<file path="config.mk">
export PLATFORM = sky130hd
export DESIGN_NAME = timer8_single_compare
export DESIGN_NICKNAME = d
export VERILOG_FILES = /design/src/shared/timer8_pkg.sv /design/src/verilog/timer8_single_compare.sv
export SDC_FILE = /design/constraint.sdc
export NUM_CORES = 1
export LEC_CHECK = 0
export ABC_AREA = 0
export BUFFER_PORTS_ARGS = -buffer_cell sky130_fd_sc_hd__buf_2
export CORE_MARGIN = 2
export CORE_UTILIZATION = 27
export CTS_CLUSTER_DIAMETER = 30
export DETAILED_ROUTE_END_ITERATION = 8
export PLACE_DENSITY = 0.57
export SYNTH_ARGS = -nofsm -noshare
export SYNTH_HDL_FRONTEND = slang
export SYNTH_SLANG_ARGS = --single-unit
</file>
<file path="constraint.sdc">
create_clock -name clock -period 3 [get_ports clock]
set_input_delay 0.15 -clock clock [delete_from_list [all_inputs] [get_ports clock]]
set_output_delay 0.15 -clock clock [all_outputs]
set_load 0.005 [all_outputs]
</file>
<file path="src/shared/timer8_pkg.sv">
// Shared definitions for the single-compare 8-bit timer/counter.
// Assumes the CPU side and the timer sit on one system clock.
package timer8_pkg;

  // Count extremes
  localparam logic [7:0] BOTTOM = 8'h00;
  localparam logic [7:0] MAX = 8'hff;

  // Waveform mode codes
  localparam logic [1:0] WAVE_NORMAL = 2'h0;
  localparam logic [1:0] WAVE_PHASE_PWM = 2'h1;
  localparam logic [1:0] WAVE_CTC = 2'h2;
  localparam logic [1:0] WAVE_FAST_PWM = 2'h3;

  // Clock select codes
  localparam logic [2:0] CLK_NONE = 3'h0;
  localparam logic [2:0] CLK_DIV1 = 3'h1;
  localparam logic [2:0] CLK_DIV8 = 3'h2;
  localparam logic [2:0] CLK_DIV64 = 3'h3;
  localparam logic [2:0] CLK_DIV256 = 3'h4;
  localparam logic [2:0] CLK_DIV1024 = 3'h5;
  localparam logic [2:0] CLK_EXT_FALL = 3'h6;
  localparam logic [2:0] CLK_EXT_RISE = 3'h7;

  // Compare output mode codes
  localparam logic [1:0] OUT_NONE = 2'h0;
  localparam logic [1:0] OUT_TOGGLE = 2'h1;
  localparam logic [1:0] OUT_CLEAR = 2'h2;
  localparam logic [1:0] OUT_SET = 2'h3;

  // Prescaler width and tap positions (top bit index of each all-ones test)
  localparam int PRESCALE_BITS = 10;
  localparam int TAP_DIV8 = 2;
  localparam int TAP_DIV64 = 5;
  localparam int TAP_DIV256 = 7;
  localparam int TAP_DIV1024 = 9;

  // Control settings and interrupt bits
  typedef struct packed {
    logic [2:0] clock_select;
    logic [1:0] waveform_mode;
    logic [1:0] compare_output_mode;
  } timer_control_s;

  typedef struct packed {
    logic compare;
    logic overflow;
  } irq_bits_s;

  // Values after reset
  localparam logic [7:0] COUNT_RESET = 8'h00;
  localparam logic [7:0] COMPARE_RESET = 8'h00;
  localparam timer_control_s CONTROL_RESET = '0;
  localparam irq_bits_s IRQ_RESET = '0;

endpackage

</file>
<file path="src/verilog/timer8_single_compare.sv">
// Single-channel 8-bit timer/counter with one output compare channel.
// Assumes CPU strobes are one-cycle pulses on the system clock; only the
// external count input is asynchronous and is synchronised here.

module timer8_single_compare (
  // Clock and reset
  input wire logic clock,
  input wire logic nrst,
  // Count value access
  input wire logic count_we,
  input wire logic [7:0] count_wdata,
  // Compare value access
  input wire logic compare_we,
  input wire logic [7:0] compare_wdata,
  // Control settings and force strobe
  input wire logic control_we,
  input wire timer8_pkg::timer_control_s control_wdata,
  input wire logic force_compare,
  // Interrupt mask, flag clear, service acknowledge, global enable
  input wire logic mask_we,
  input wire timer8_pkg::irq_bits_s mask_wdata,
  input wire logic flag_clear_we,
  input wire timer8_pkg::irq_bits_s flag_clear_wdata,
  input wire logic compare_irq_ack,
  input wire logic overflow_irq_ack,
  input wire logic global_irq_enable,
  // External count pin
  input wire logic ext_count_input,
  // Readback state
  output timer8_pkg::timer_control_s timer_control,
  output logic [7:0] count_value,
  output logic [7:0] compare_value,
  output logic [7:0] compare_buffer,
  output timer8_pkg::irq_bits_s timer_irq_flags,
  output timer8_pkg::irq_bits_s timer_irq_mask,
  // Interrupt requests and waveform
  output logic compare_irq,
  output logic overflow_irq,
  output logic compare_output
);
  import timer8_pkg::*;

  // PWM modes share buffering and force lockout; each has its own waveform handling
  function automatic logic is_pwm(input logic [1:0] mode);
    is_pwm = (mode == WAVE_PHASE_PWM) || (mode == WAVE_FAST_PWM);
  endfunction

  logic [PRESCALE_BITS-1:0] prescale;
  logic ext_meta;
  logic ext_sync;
  logic ext_prev;
  logic count_down;
  logic match_block;

  // Free-running prescaler; its phase is not tied to the select, so the
  // first prescaled tick may come up to one full period late
  always_ff @(posedge clock or negedge nrst) begin
    if (!nrst) begin
      prescale <= '0;
    end else begin
      prescale <= prescale + 1'b1;
    end
  end

  // External pin synchroniser, then an edge-detect stage
  always_ff @(posedge clock or negedge nrst) begin
    if (!nrst) begin
      ext_meta <= 1'b0;
      ext_sync <= 1'b0;
      ext_prev <= 1'b0;
    end else begin
      ext_meta <= ext_count_input;
      ext_sync <= ext_meta;
      ext_prev <= ext_sync;
    end
  end

  // Timer tick selection
  wire tap8 = &prescale[TAP_DIV8:0];
  wire tap64 = &prescale[TAP_DIV64:0];
  wire tap256 = &prescale[TAP_DIV256:0];
  wire tap1024 = &prescale[TAP_DIV1024:0];
  wire ext_rise = ext_sync & ~ext_prev;
  wire ext_fall = ~ext_sync & ext_prev;
  logic timer_tick;
  always_comb begin
    unique case (timer_control.clock_select)
      CLK_NONE: timer_tick = 1'b0;
      CLK_DIV1: timer_tick = 1'b1;
      CLK_DIV8: timer_tick = tap8;
      CLK_DIV64: timer_tick = tap64;
      CLK_DIV256: timer_tick = tap256;
      CLK_DIV1024: timer_tick = tap1024;
      CLK_EXT_FALL: timer_tick = ext_fall;
      CLK_EXT_RISE: timer_tick = ext_rise;
    endcase
  end

  // Mode decode and extreme values
  wire [1:0] mode = timer_control.waveform_mode;
  wire [1:0] out_mode = timer_control.compare_output_mode;
  wire buffering = is_pwm(mode);
  wire at_max = (count_value == MAX);
  wire at_bottom = (count_value == BOTTOM);
  wire match_now = (count_value == compare_value);
  // A match seen on the tick that follows equality, unless a count write blocked it
  wire real_match = timer_tick & match_now & ~match_block;
  // TOP is MAX in PWM modes and the compare value in CTC
  wire at_top = (mode == WAVE_CTC) ? match_now : at_max;
  wire ctc_clear = timer_tick & (mode == WAVE_CTC) & at_top;
  wire pc_turn_up = count_down & at_bottom;
  wire pc_turn_down = ~count_down & at_max;
  wire buffer_load = buffering & timer_tick & at_max;
  wire forced = force_compare & ~is_pwm(mode);

  // Next count value per mode
  logic [7:0] next_count;
  logic next_down;
  always_comb begin
    next_count = count_value;
    next_down = count_down;
    if (count_we) begin
      next_count = count_wdata;
    end else if (timer_tick) begin
      if (mode == WAVE_PHASE_PWM) begin
        if (pc_turn_down) next_down = 1'b1;
        else if (pc_turn_up) next_down = 1'b0;
        next_count = next_down ? count_value - 8'h01 : count_value + 8'h01;
      end else if (ctc_clear) begin
        next_count = BOTTOM;
      end else begin
        next_count = count_value + 8'h01;
      end
    end
    if (mode != WAVE_PHASE_PWM) next_down = 1'b0;
  end

  // Overflow event: wrap from MAX, or the turn at BOTTOM in phase-correct mode
  wire ovf_event = timer_tick & ~count_we &
                   ((mode == WAVE_PHASE_PWM) ? pc_turn_up : at_max);

  // Counter, direction and match block
  always_ff @(posedge clock or negedge nrst) begin
    if (!nrst) begin
      count_value <= COUNT_RESET;
      count_down <= 1'b0;
      match_block <= 1'b0;
    end else begin
      count_value <= next_count;
      count_down <= next_down;
      // Block lasts until the next tick, however long the timer is stopped
      match_block <= count_we | (match_block & ~timer_tick);
    end
  end

  // Compare registers: CPU writes the buffer, active follows directly
  // when unbuffered, else only at the count extreme
  always_ff @(posedge clock or negedge nrst) begin
    if (!nrst) begin
      compare_buffer <= COMPARE_RESET;
      compare_value <= COMPARE_RESET;
    end else begin
      if (compare_we) compare_buffer <= compare_wdata;
      if (compare_we && !buffering) compare_value <= compare_wdata;
      else if (buffer_load) compare_value <= compare_buffer;
    end
  end

  // Control and mask registers; output mode bits take effect at once
  always_ff @(posedge clock or negedge nrst) begin
    if (!nrst) begin
      timer_control <= CONTROL_RESET;
      timer_irq_mask <= IRQ_RESET;
    end else begin
      if (control_we) timer_control <= control_wdata;
      if (mask_we) timer_irq_mask <= mask_wdata;
    end
  end

  // Flags: a new event wins over a clear in the same cycle
  wire cmp_clear = compare_irq_ack | (flag_clear_we & flag_clear_wdata.compare);
  wire ovf_clear = overflow_irq_ack | (flag_clear_we & flag_clear_wdata.overflow);
  always_ff @(posedge clock or negedge nrst) begin
    if (!nrst) begin
      timer_irq_flags <= IRQ_RESET;
      compare_irq <= 1'b0;
      overflow_irq <= 1'b0;
    end else begin
      timer_irq_flags.compare <= real_match | (timer_irq_flags.compare & ~cmp_clear);
      timer_irq_flags.overflow <= ovf_event | (timer_irq_flags.overflow & ~ovf_clear);
      compare_irq <= timer_irq_flags.compare & timer_irq_mask.compare
                     & global_irq_enable;
      overflow_irq <= timer_irq_flags.overflow & timer_irq_mask.overflow
                      & global_irq_enable;
    end
  end

  // Waveform generator; actions per mode and output mode
  logic next_out;
  always_comb begin
    next_out = compare_output;
    unique case (mode)
      WAVE_NORMAL, WAVE_CTC: begin
        if (real_match || forced) begin
          unique case (out_mode)
            OUT_NONE: next_out = compare_output;
            OUT_TOGGLE: next_out = ~compare_output;
            OUT_CLEAR: next_out = 1'b0;
            OUT_SET: next_out = 1'b1;
          endcase
        end
      end
      WAVE_FAST_PWM: begin
        // Match moves the output first; the BOTTOM restore wins a tie
        if (out_mode[1] && real_match) next_out = out_mode[0];
        if (out_mode[1] && timer_tick && at_max) next_out = ~out_mode[0];
      end
      WAVE_PHASE_PWM: begin
        if (out_mode[1] && real_match) begin
          next_out = count_down ? ~out_mode[0] : out_mode[0];
        end
      end
    endcase
  end

  // Output state has no mode-change reset, so it survives mode switches
  always_ff @(posedge clock or negedge nrst) begin
    if (!nrst) begin
      compare_output <= 1'b0;
    end else begin
      compare_output <= next_out;
    end
  end

  // Checks on the logic above
  a_halt_no_count: assert property (@(posedge clock) disable iff (!nrst)
    (timer_control.clock_select == CLK_NONE && !count_we && !control_we)
      |=> $stable(count_value))
    else $error("counter moved with no clock source");

  a_write_has_priority: assert property (@(posedge clock) disable iff (!nrst)
    count_we |=> (count_value == $past(count_wdata)))
    else $error("count write did not take priority");

  a_match_sets_flag: assert property (@(posedge clock) disable iff (!nrst)
    (timer_tick && match_now && !match_block) |=> timer_irq_flags.compare)
    else $error("match did not set compare flag");

  a_block_suppresses: assert property (@(posedge clock) disable iff (!nrst)
    (timer_tick && match_block && !timer_irq_flags.compare)
      |=> !timer_irq_flags.compare)
    else $error("blocked match set compare flag");

  a_irq_gating: assert property (@(posedge clock) disable iff (!nrst)
    ##1 (compare_irq == ($past(timer_irq_flags.compare) && $past(timer_irq_mask.compare)
         && $past(global_irq_enable))))
    else $error("compare request not gated by enable and global flag");

  a_set_beats_clear: assert property (@(posedge clock) disable iff (!nrst)
    (real_match && cmp_clear) |=> timer_irq_flags.compare)
    else $error("clear won over a new match");

  a_normal_wrap: assert property (@(posedge clock) disable iff (!nrst)
    (timer_tick && mode == WAVE_NORMAL && at_max && !count_we)
      |=> (count_value == BOTTOM) && timer_irq_flags.overflow)
    else $error("normal mode wrap or overflow wrong");

  a_force_no_flag: assert property (@(posedge clock) disable iff (!nrst)
    (forced && !real_match && !timer_irq_flags.compare) |=> !timer_irq_flags.compare)
    else $error("force set the compare flag");

  a_buffer_holds: assert property (@(posedge clock) disable iff (!nrst)
    (buffering && !buffer_load && !control_we) |=> $stable(compare_value))
    else $error("buffered compare changed off the count extreme");

endmodule
</file>
==> run_results.csv, run 1 <==
group,metric,value,unit
run_status,status,"complete, no violations",
drt,drt-total-wl,7080,um
final_layout,final_common_cell,"buf_2",
clocking,clock_latency,0.31,ns
final_layout,multi_input_area,1380,um^2
clocking,cts_root_buf,"clkbuf_8",
die,start_util,27.5,%
die,core,10200,um^2
sta,setup-tns-final,0,ns
synth,synth_area_leader_cell,"dfrtp_1",
clocking,clk_pin_slew_worst_paths,0.10,ns
sta,min_period_over_period,81.3,%
drt,viasPerCell,4.77,
critical_path,cp.required,3.20,ns
critical_path,crit_buf_inv,0,
sta,hold_slack,0.0513,ns
synth,ys_seq_elements,53,
clocking,cts_max_level,2,
synth,synthArstFlopShare,100,%
synth,syn_inst,271,
drt,wl_per_cell,14.7,um
final_layout,final-instance-count-excl-fill,480,
placed_design,hpwl,5450,um
sta,maxSlewHeadroom,63.4,%
final_layout,seqCellArea,1330,um^2
die,die_h,106,um
sta,fin_crit,2.44,ns
placed_design,io_buffers,76,
synth,syn_nets,314,
synth,ys_warn_count,0,
die,die_width,106,um
synth,seq_area_frac_synth,47.1,%
pwr,finalPower,1.72,mW
critical_path,path_cells,"ha_1 > ha_1 > nor3b_1 > o31ai_1 > nand3_1 > o211ai_1 > nand3_1 > mux2_2",
grt,grt_usage,13.2,%
drt,drc,0,
sta,setup_viol,0,
final_layout,final_layout_size_suffix_gt1_share,32.3,%
drt,vias,2289,
synth,synth_edf_count,0,
min_path,hold_depth,3,
critical_path,start_kind,"register",
grt,grt_antenna_before_repair,0,
critical_path,cp_data_arrival_time,2.64,ns
run,maxCapViolations,0,
final_layout,antennaDiodeCount,0,
critical_path,crit_path_max_fanout,8,
placed_design,place_congestion,0.814,
drt,drtAntennaViolNets,0,
final_layout,nFillCells,1061,
grt,grt_remaining_overflow,0,
critical_path,cp.depth,8,
synth,synth.top_cell.area_share,47.1,%
sta,fmax,410,MHz
grt,grt_max_degree,32,
final_layout,final_cell_mix,"buf_2, dfrtp_1, nand2_1",
final_layout,fin_nets,387,
placed_design,dp.cells,471,
synth,yosysUniqueCellTypes,54,
final_layout,area_growth,22.0,%
synth,ys_top_cells_by_area,"dfrtp_1, mux2_2, xnor2_1",
clocking,cts_buffer_depth,2,
clocking,cts_tree,"built",
critical_path,end_kind,"register",
critical_path,ff2ff_path_depth,8,
drt,firstDrtPassIters,4,
sta,drv_slew,0,
critical_path,cpPeakStageDelay,0.41,ns
synth,syn_area_per_cell,10.4,um^2
sta,rsz0062_at_grt,"false",
die,ioPinCount,77,
pwr,power_density,499,nW/um^2
die,die_area,11300,um^2
synth,syn-cell-area,2820,um^2
die,row_count,37,
clocking,cts_buffers,5,
grt,grt_pass1_vias,2257,
min_path,hp-class,"in -> reg",
clocking,cts_sinks,53,
critical_path,crit_family,"compound AO/OA/AOI/OAI gates",
drt,drt_iter0_markers,104,
sta,finalHoldViolCount,0,
clocking,cts_setup_buffers,0,
pwr,irDropWorstVdd,0.000213,V
sta,worstMarginPinSlew,0.544,ns
critical_path,crit_slowest_cell,"dfrtp_1",
placed_design,place_area,3310,um^2
grt,grt_pass1_wl,11900,um
pwr,p_leak,1.61,nW
critical_path,path_class,"reg -> reg",
sta,finClkSkew,0.00779,ns
synth,ys.flop_type,"dfrtp_1",
final_layout,fin_area,3440,um^2
## sequential cells by signal, indices dropped and copies added, names as in the netlist, 2 cells and up
register and cells:
mode 2, out_mode 2, timer_irq_mask 2, timer_control 3, compare_buffer 8, timer_irq_flags 2, compare_value 8, prescale 10
count_value 8
## area by class of cell
type / count / share of cell area (%)
multi-input cells: 194 / 40.3
clock buffers: 5 / 2.00
clock inverters: 2 / 1.13
inverters: 11 / 1.20
flip-flops and latches: 53 / 38.6
well taps: 136 / 4.95
repair buffers: 79 / 11.9
## Yosys cell counts, types with 2 or more instances
cell,count
nor4_1,2
o31ai_1,2
a31oi_1,6
nand2_1,32
dfrtp_1,53
a32oi_1,2
ha_1,4
nor4_4,2
or3_1,2
a32o_1,2
a21bo_2,2
a21oi_1,3
clkbuf_1,5
xor2_1,2
o211ai_1,2
and3_1,7
inv_1,11
mux2i_1,11
nor2_1,9
nor2b_1,3
nor3b_1,6
xnor2_1,16
buf_4,3
o22ai_1,3
nand4_1,5
buf_2,5
nand3_1,11
mux2_2,15
o21ai_0,17
nor3_1,4
## timing repair
action / in CTS / in global routing
hold buffers: 2 / 0
gates resized for setup: 0 / 0
endpoints found under the hold margin: 23 / 0
## where the power goes
part	total [mW]	switching, mW	internal [mW]
clock	0.489	0.241	0.248
sequential	0.885	0.105	0.780
combinational	0.343	0.165	0.179
## metal layers
| metal | track usage, % | wire [um] | vias to the layer above |
|---|---|---|---|
| met3 | 2.33 | 354 | 7 |
| met5 | 0 | 0 | - |
| met2 | 21.4 | 3370 | 70 |
| li1 | - | - | 1125 |
| met4 | 4.42 | 80 | 0 |
| met1 | 17.8 | 3270 | 1087 |
## cells by family after synthesis
group	synth area share, %
and+or+nand+nor	18.9
muxes	9.90
DFF	47.1
adders and majority gates	1.78
xor gates and xnor gates	5.59
buffers and inverters	3.82
AOI/OAI and AO/OA	12.9
## per-stage QoR
step / worst slack, ns / util [%]
2_1_floorplan: 0.927 / -
3_3_place_gp: 0.666 / 32.3
3_5_place_dp: 0.606 / 32.3
4_1_cts: 0.564 / 33.6
5_1_grt: 0.389 / 33.6
6_report: 0.561 / 33.6
## path summary, 6_finish.rpt
kind                                startpoint               end  slack [ns]
worst min register to register        ext_meta          ext_sync        0.36
worst max register to register     prescale[0]    compare_output        0.56
worst min-delay path            count_wdata[0]    count_value[0]        0.05
min in group asynchronous                 nrst    compare_output        0.35
worst max-delay path               prescale[0]    compare_output        0.56
max in group asynchronous                 nrst  compare_value[5]        1.85
## worst min-delay path, cell delays in order
cell and delay (ns):
buf_2 0.08, nand2_1 0.04, o21ai_0 0.06
Note: power is estimated with default switching activity, not from simulation.
==> run 2, diff against run 1 <==
Settings changed: PLACE_DENSITY 0.57 to 0.58.
Clock period 3 ns to 2.1 ns, I/O delays scaled along.
==> run_results.csv, run 2 (synthesized netlist as in run 1, its figures left out) <==
group,metric,value,unit
run_status,status,"finished with violations",
run_status,violations,"negative setup slack",
critical_path,cp_data_arrival_time,2.37,ns
grt,grt_usage,13.5,%
drt,drt-total-wl,7600,um
clocking,cts_max_level,2,
critical_path,crit-reg2reg-launch,"timer_control[4]",
clocking,cts_buffer_depth,2,
pwr,finalPower,2.46,mW
die,start_util,27.5,%
die,die_area,11300,um^2
drt,viasPerCell,4.78,
critical_path,end_kind,"register",
pwr,power_density,647,nW/um^2
grt,grt_remaining_overflow,0,
final_layout,final_common_cell,"buf_2",
grt,grt_max_degree,32,
drt,wl_per_cell,14.9,um
sta,min_period_over_period,102,%
clocking,clock_latency,0.30,ns
sta,finalHoldViolCount,0,
placed_design,dp.cells,495,
sta,maxSlewHeadroom,58.9,%
pwr,p_leak,1.77,nW
sta,drv_slew,0,
final_layout,fin_nets,416,
die,die_h,106,um
pwr,clkPwrFrac,24.4,%
min_path,hold_depth,3,
min_path,hold_start,"control_wdata[6]",
clocking,cts_root_buf,"clkbuf_8",
grt,grt_pass1_wl,12200,um
final_layout,regMostFlops,"prescale",
sta,worstMarginPinSlew,0.616,ns
grt,grt_pass1_vias,2451,
drt,drt_iter0_markers,166,
die,core,10200,um^2
pwr,comb_power_share,25.3,%
critical_path,regToRegSetupSlack,-0.03,ns
run,maxCapViolations,0,
pwr,p_int,1.70,mW
critical_path,start_kind,"register",
critical_path,cp.required,2.33,ns
drt,drc,0,
die,ioPinCount,77,
critical_path,rr_endpoint,"count_value[4]",
final_layout,final_layout_size_suffix_gt1_share,42.9,%
sta,setup-tns-final,-0.0350,ns
drt,drtAntennaViolNets,0,
final_layout,antennaDiodeCount,0,
pwr,p_sw,0.761,mW
final_layout,postLayoutCoreUtil,37.2,%
critical_path,ff2ff_path_depth,6,
final_layout,largest_reg_flops,10,
min_path,hp-class,"in -> reg",
placed_design,io_buffers,76,
placed_design,hpwl,5780,um
drt,vias,2432,
final_layout,final_cell_mix,"buf_2, dfrtp_1, nand2_1",
placed_design,place_congestion,0.920,
grt,grt_antenna_before_repair,0,
sta,rsz0062_at_grt,"true",
min_path,hold_path_end,"timer_control[6]",
pwr,seqPwrFrac,50.4,%
drt,firstDrtPassIters,4,
clocking,cts_tree,"built",
final_layout,area_growth,35.1,%
die,row_count,37,
sta,setup_viol,1,
clocking,cts_sinks,53,
critical_path,crit_path_max_fanout,8,
sta,finClkSkew,0.00732,ns
die,die_width,106,um
clocking,clk_pin_slew_worst_paths,0.10,ns
sta,fmax,468,MHz
final_layout,nFillCells,1017,
sta,fin_ws,-0.0350,ns
pwr,irDropWorstVdd,0.000278,V
clocking,cts_buffers,5,
sta,fin_crit,2.13,ns
final_layout,final-instance-count-excl-fill,509,
placed_design,dpl_worst_slack,-0.119,ns
pwr,p_sw_share,30.9,%
critical_path,path_class,"reg -> reg",
## run 2: changes by cell type in the layout (fill, tap and decap cells not counted), sizes merged
cell      change
buf          +29
bufinv        -1
clkbuf        +1
clkinvlp      +1
inv           -1
## run 2: area by class of cell
cell class	count	area, um^2	area share (%)
inverters	11	41.3	1.08
multi-input cells	194	1530	40.1
clock buffers	6	82.6	2.17
repair buffers	108	651	17.1
flip-flops and latches	53	1330	34.9
clock inverters	1	7.51	0.197
well taps	136	170	4.47
## run 2: what timing repair did
| action | in CTS | in global routing |
|---|---|---|
| hold endpoints to repair | 23 | 0 |
| setup buffers | 3 | 2 |
| endpoints found under the setup margin | 17 | 19 |
| cloned | 0 | 0 |
| resized for setup | 7 | 20 |
| hold buffers | 2 | 0 |
| pin swaps | 5 | 5 |
## run 2: worst max-delay path: stages (launching register included)
cell	delay [ns]
dfrtp_2	0.50
nor4bb_2	0.43
o31ai_4	0.14
and3_4	0.18
or2_4	0.26
or3_4	0.38
a31oi_4	0.19
## run 2: worst max path at each step
stage	from	end	slack, ns	cells past startpoint
6_report	timer_control[4]	count_value[4]	-0.03	6
5_1_grt	prescale[1]	count_value[4]	-0.09	8
4_1_cts	prescale[1]	compare_output	-0.002	8
3_5_place_dp	prescale[0]	count_value[1]	-0.12	9
3_3_place_gp	prescale[0]	count_value[1]	-0.04	9
2_1_floorplan	count_value[0]	count_value[5]	0.03	8
## run 2: per-stage QoR
| stage | hold slack, ns | area (um^2) |
|---|---|---|
| final | 0.00464 | 3810 |
| after global routing | 0.0146 | 3810 |
| after CTS | 0.00156 | 3690 |
| after detailed placement | 0.159 | 3510 |
| after global placement | 0.157 | 3510 |
| after floorplan | -0.191 | 2820 |
## run 2: power groups by stage
stage / clock network, mW / registers (mW) / logic (mW)
CTS: 0.628 / 1.24 / 0.608
floorplan: 0 / 1.23 / 0.325
global route: 0.672 / 1.26 / 0.690
finish: 0.600 / 1.24 / 0.623
global placement: 0 / 1.25 / 0.583
detailed placement: 0 / 1.25 / 0.593
## run 2: layer usage
layer	global-route usage [%]	up-vias	share of wire [%]
li1	-	1179	-
met1	18.2	1173	46
met2	22.4	70	48
met3	2.27	10	4.4
met4	3.29	0	1.6
met5	0	-	0
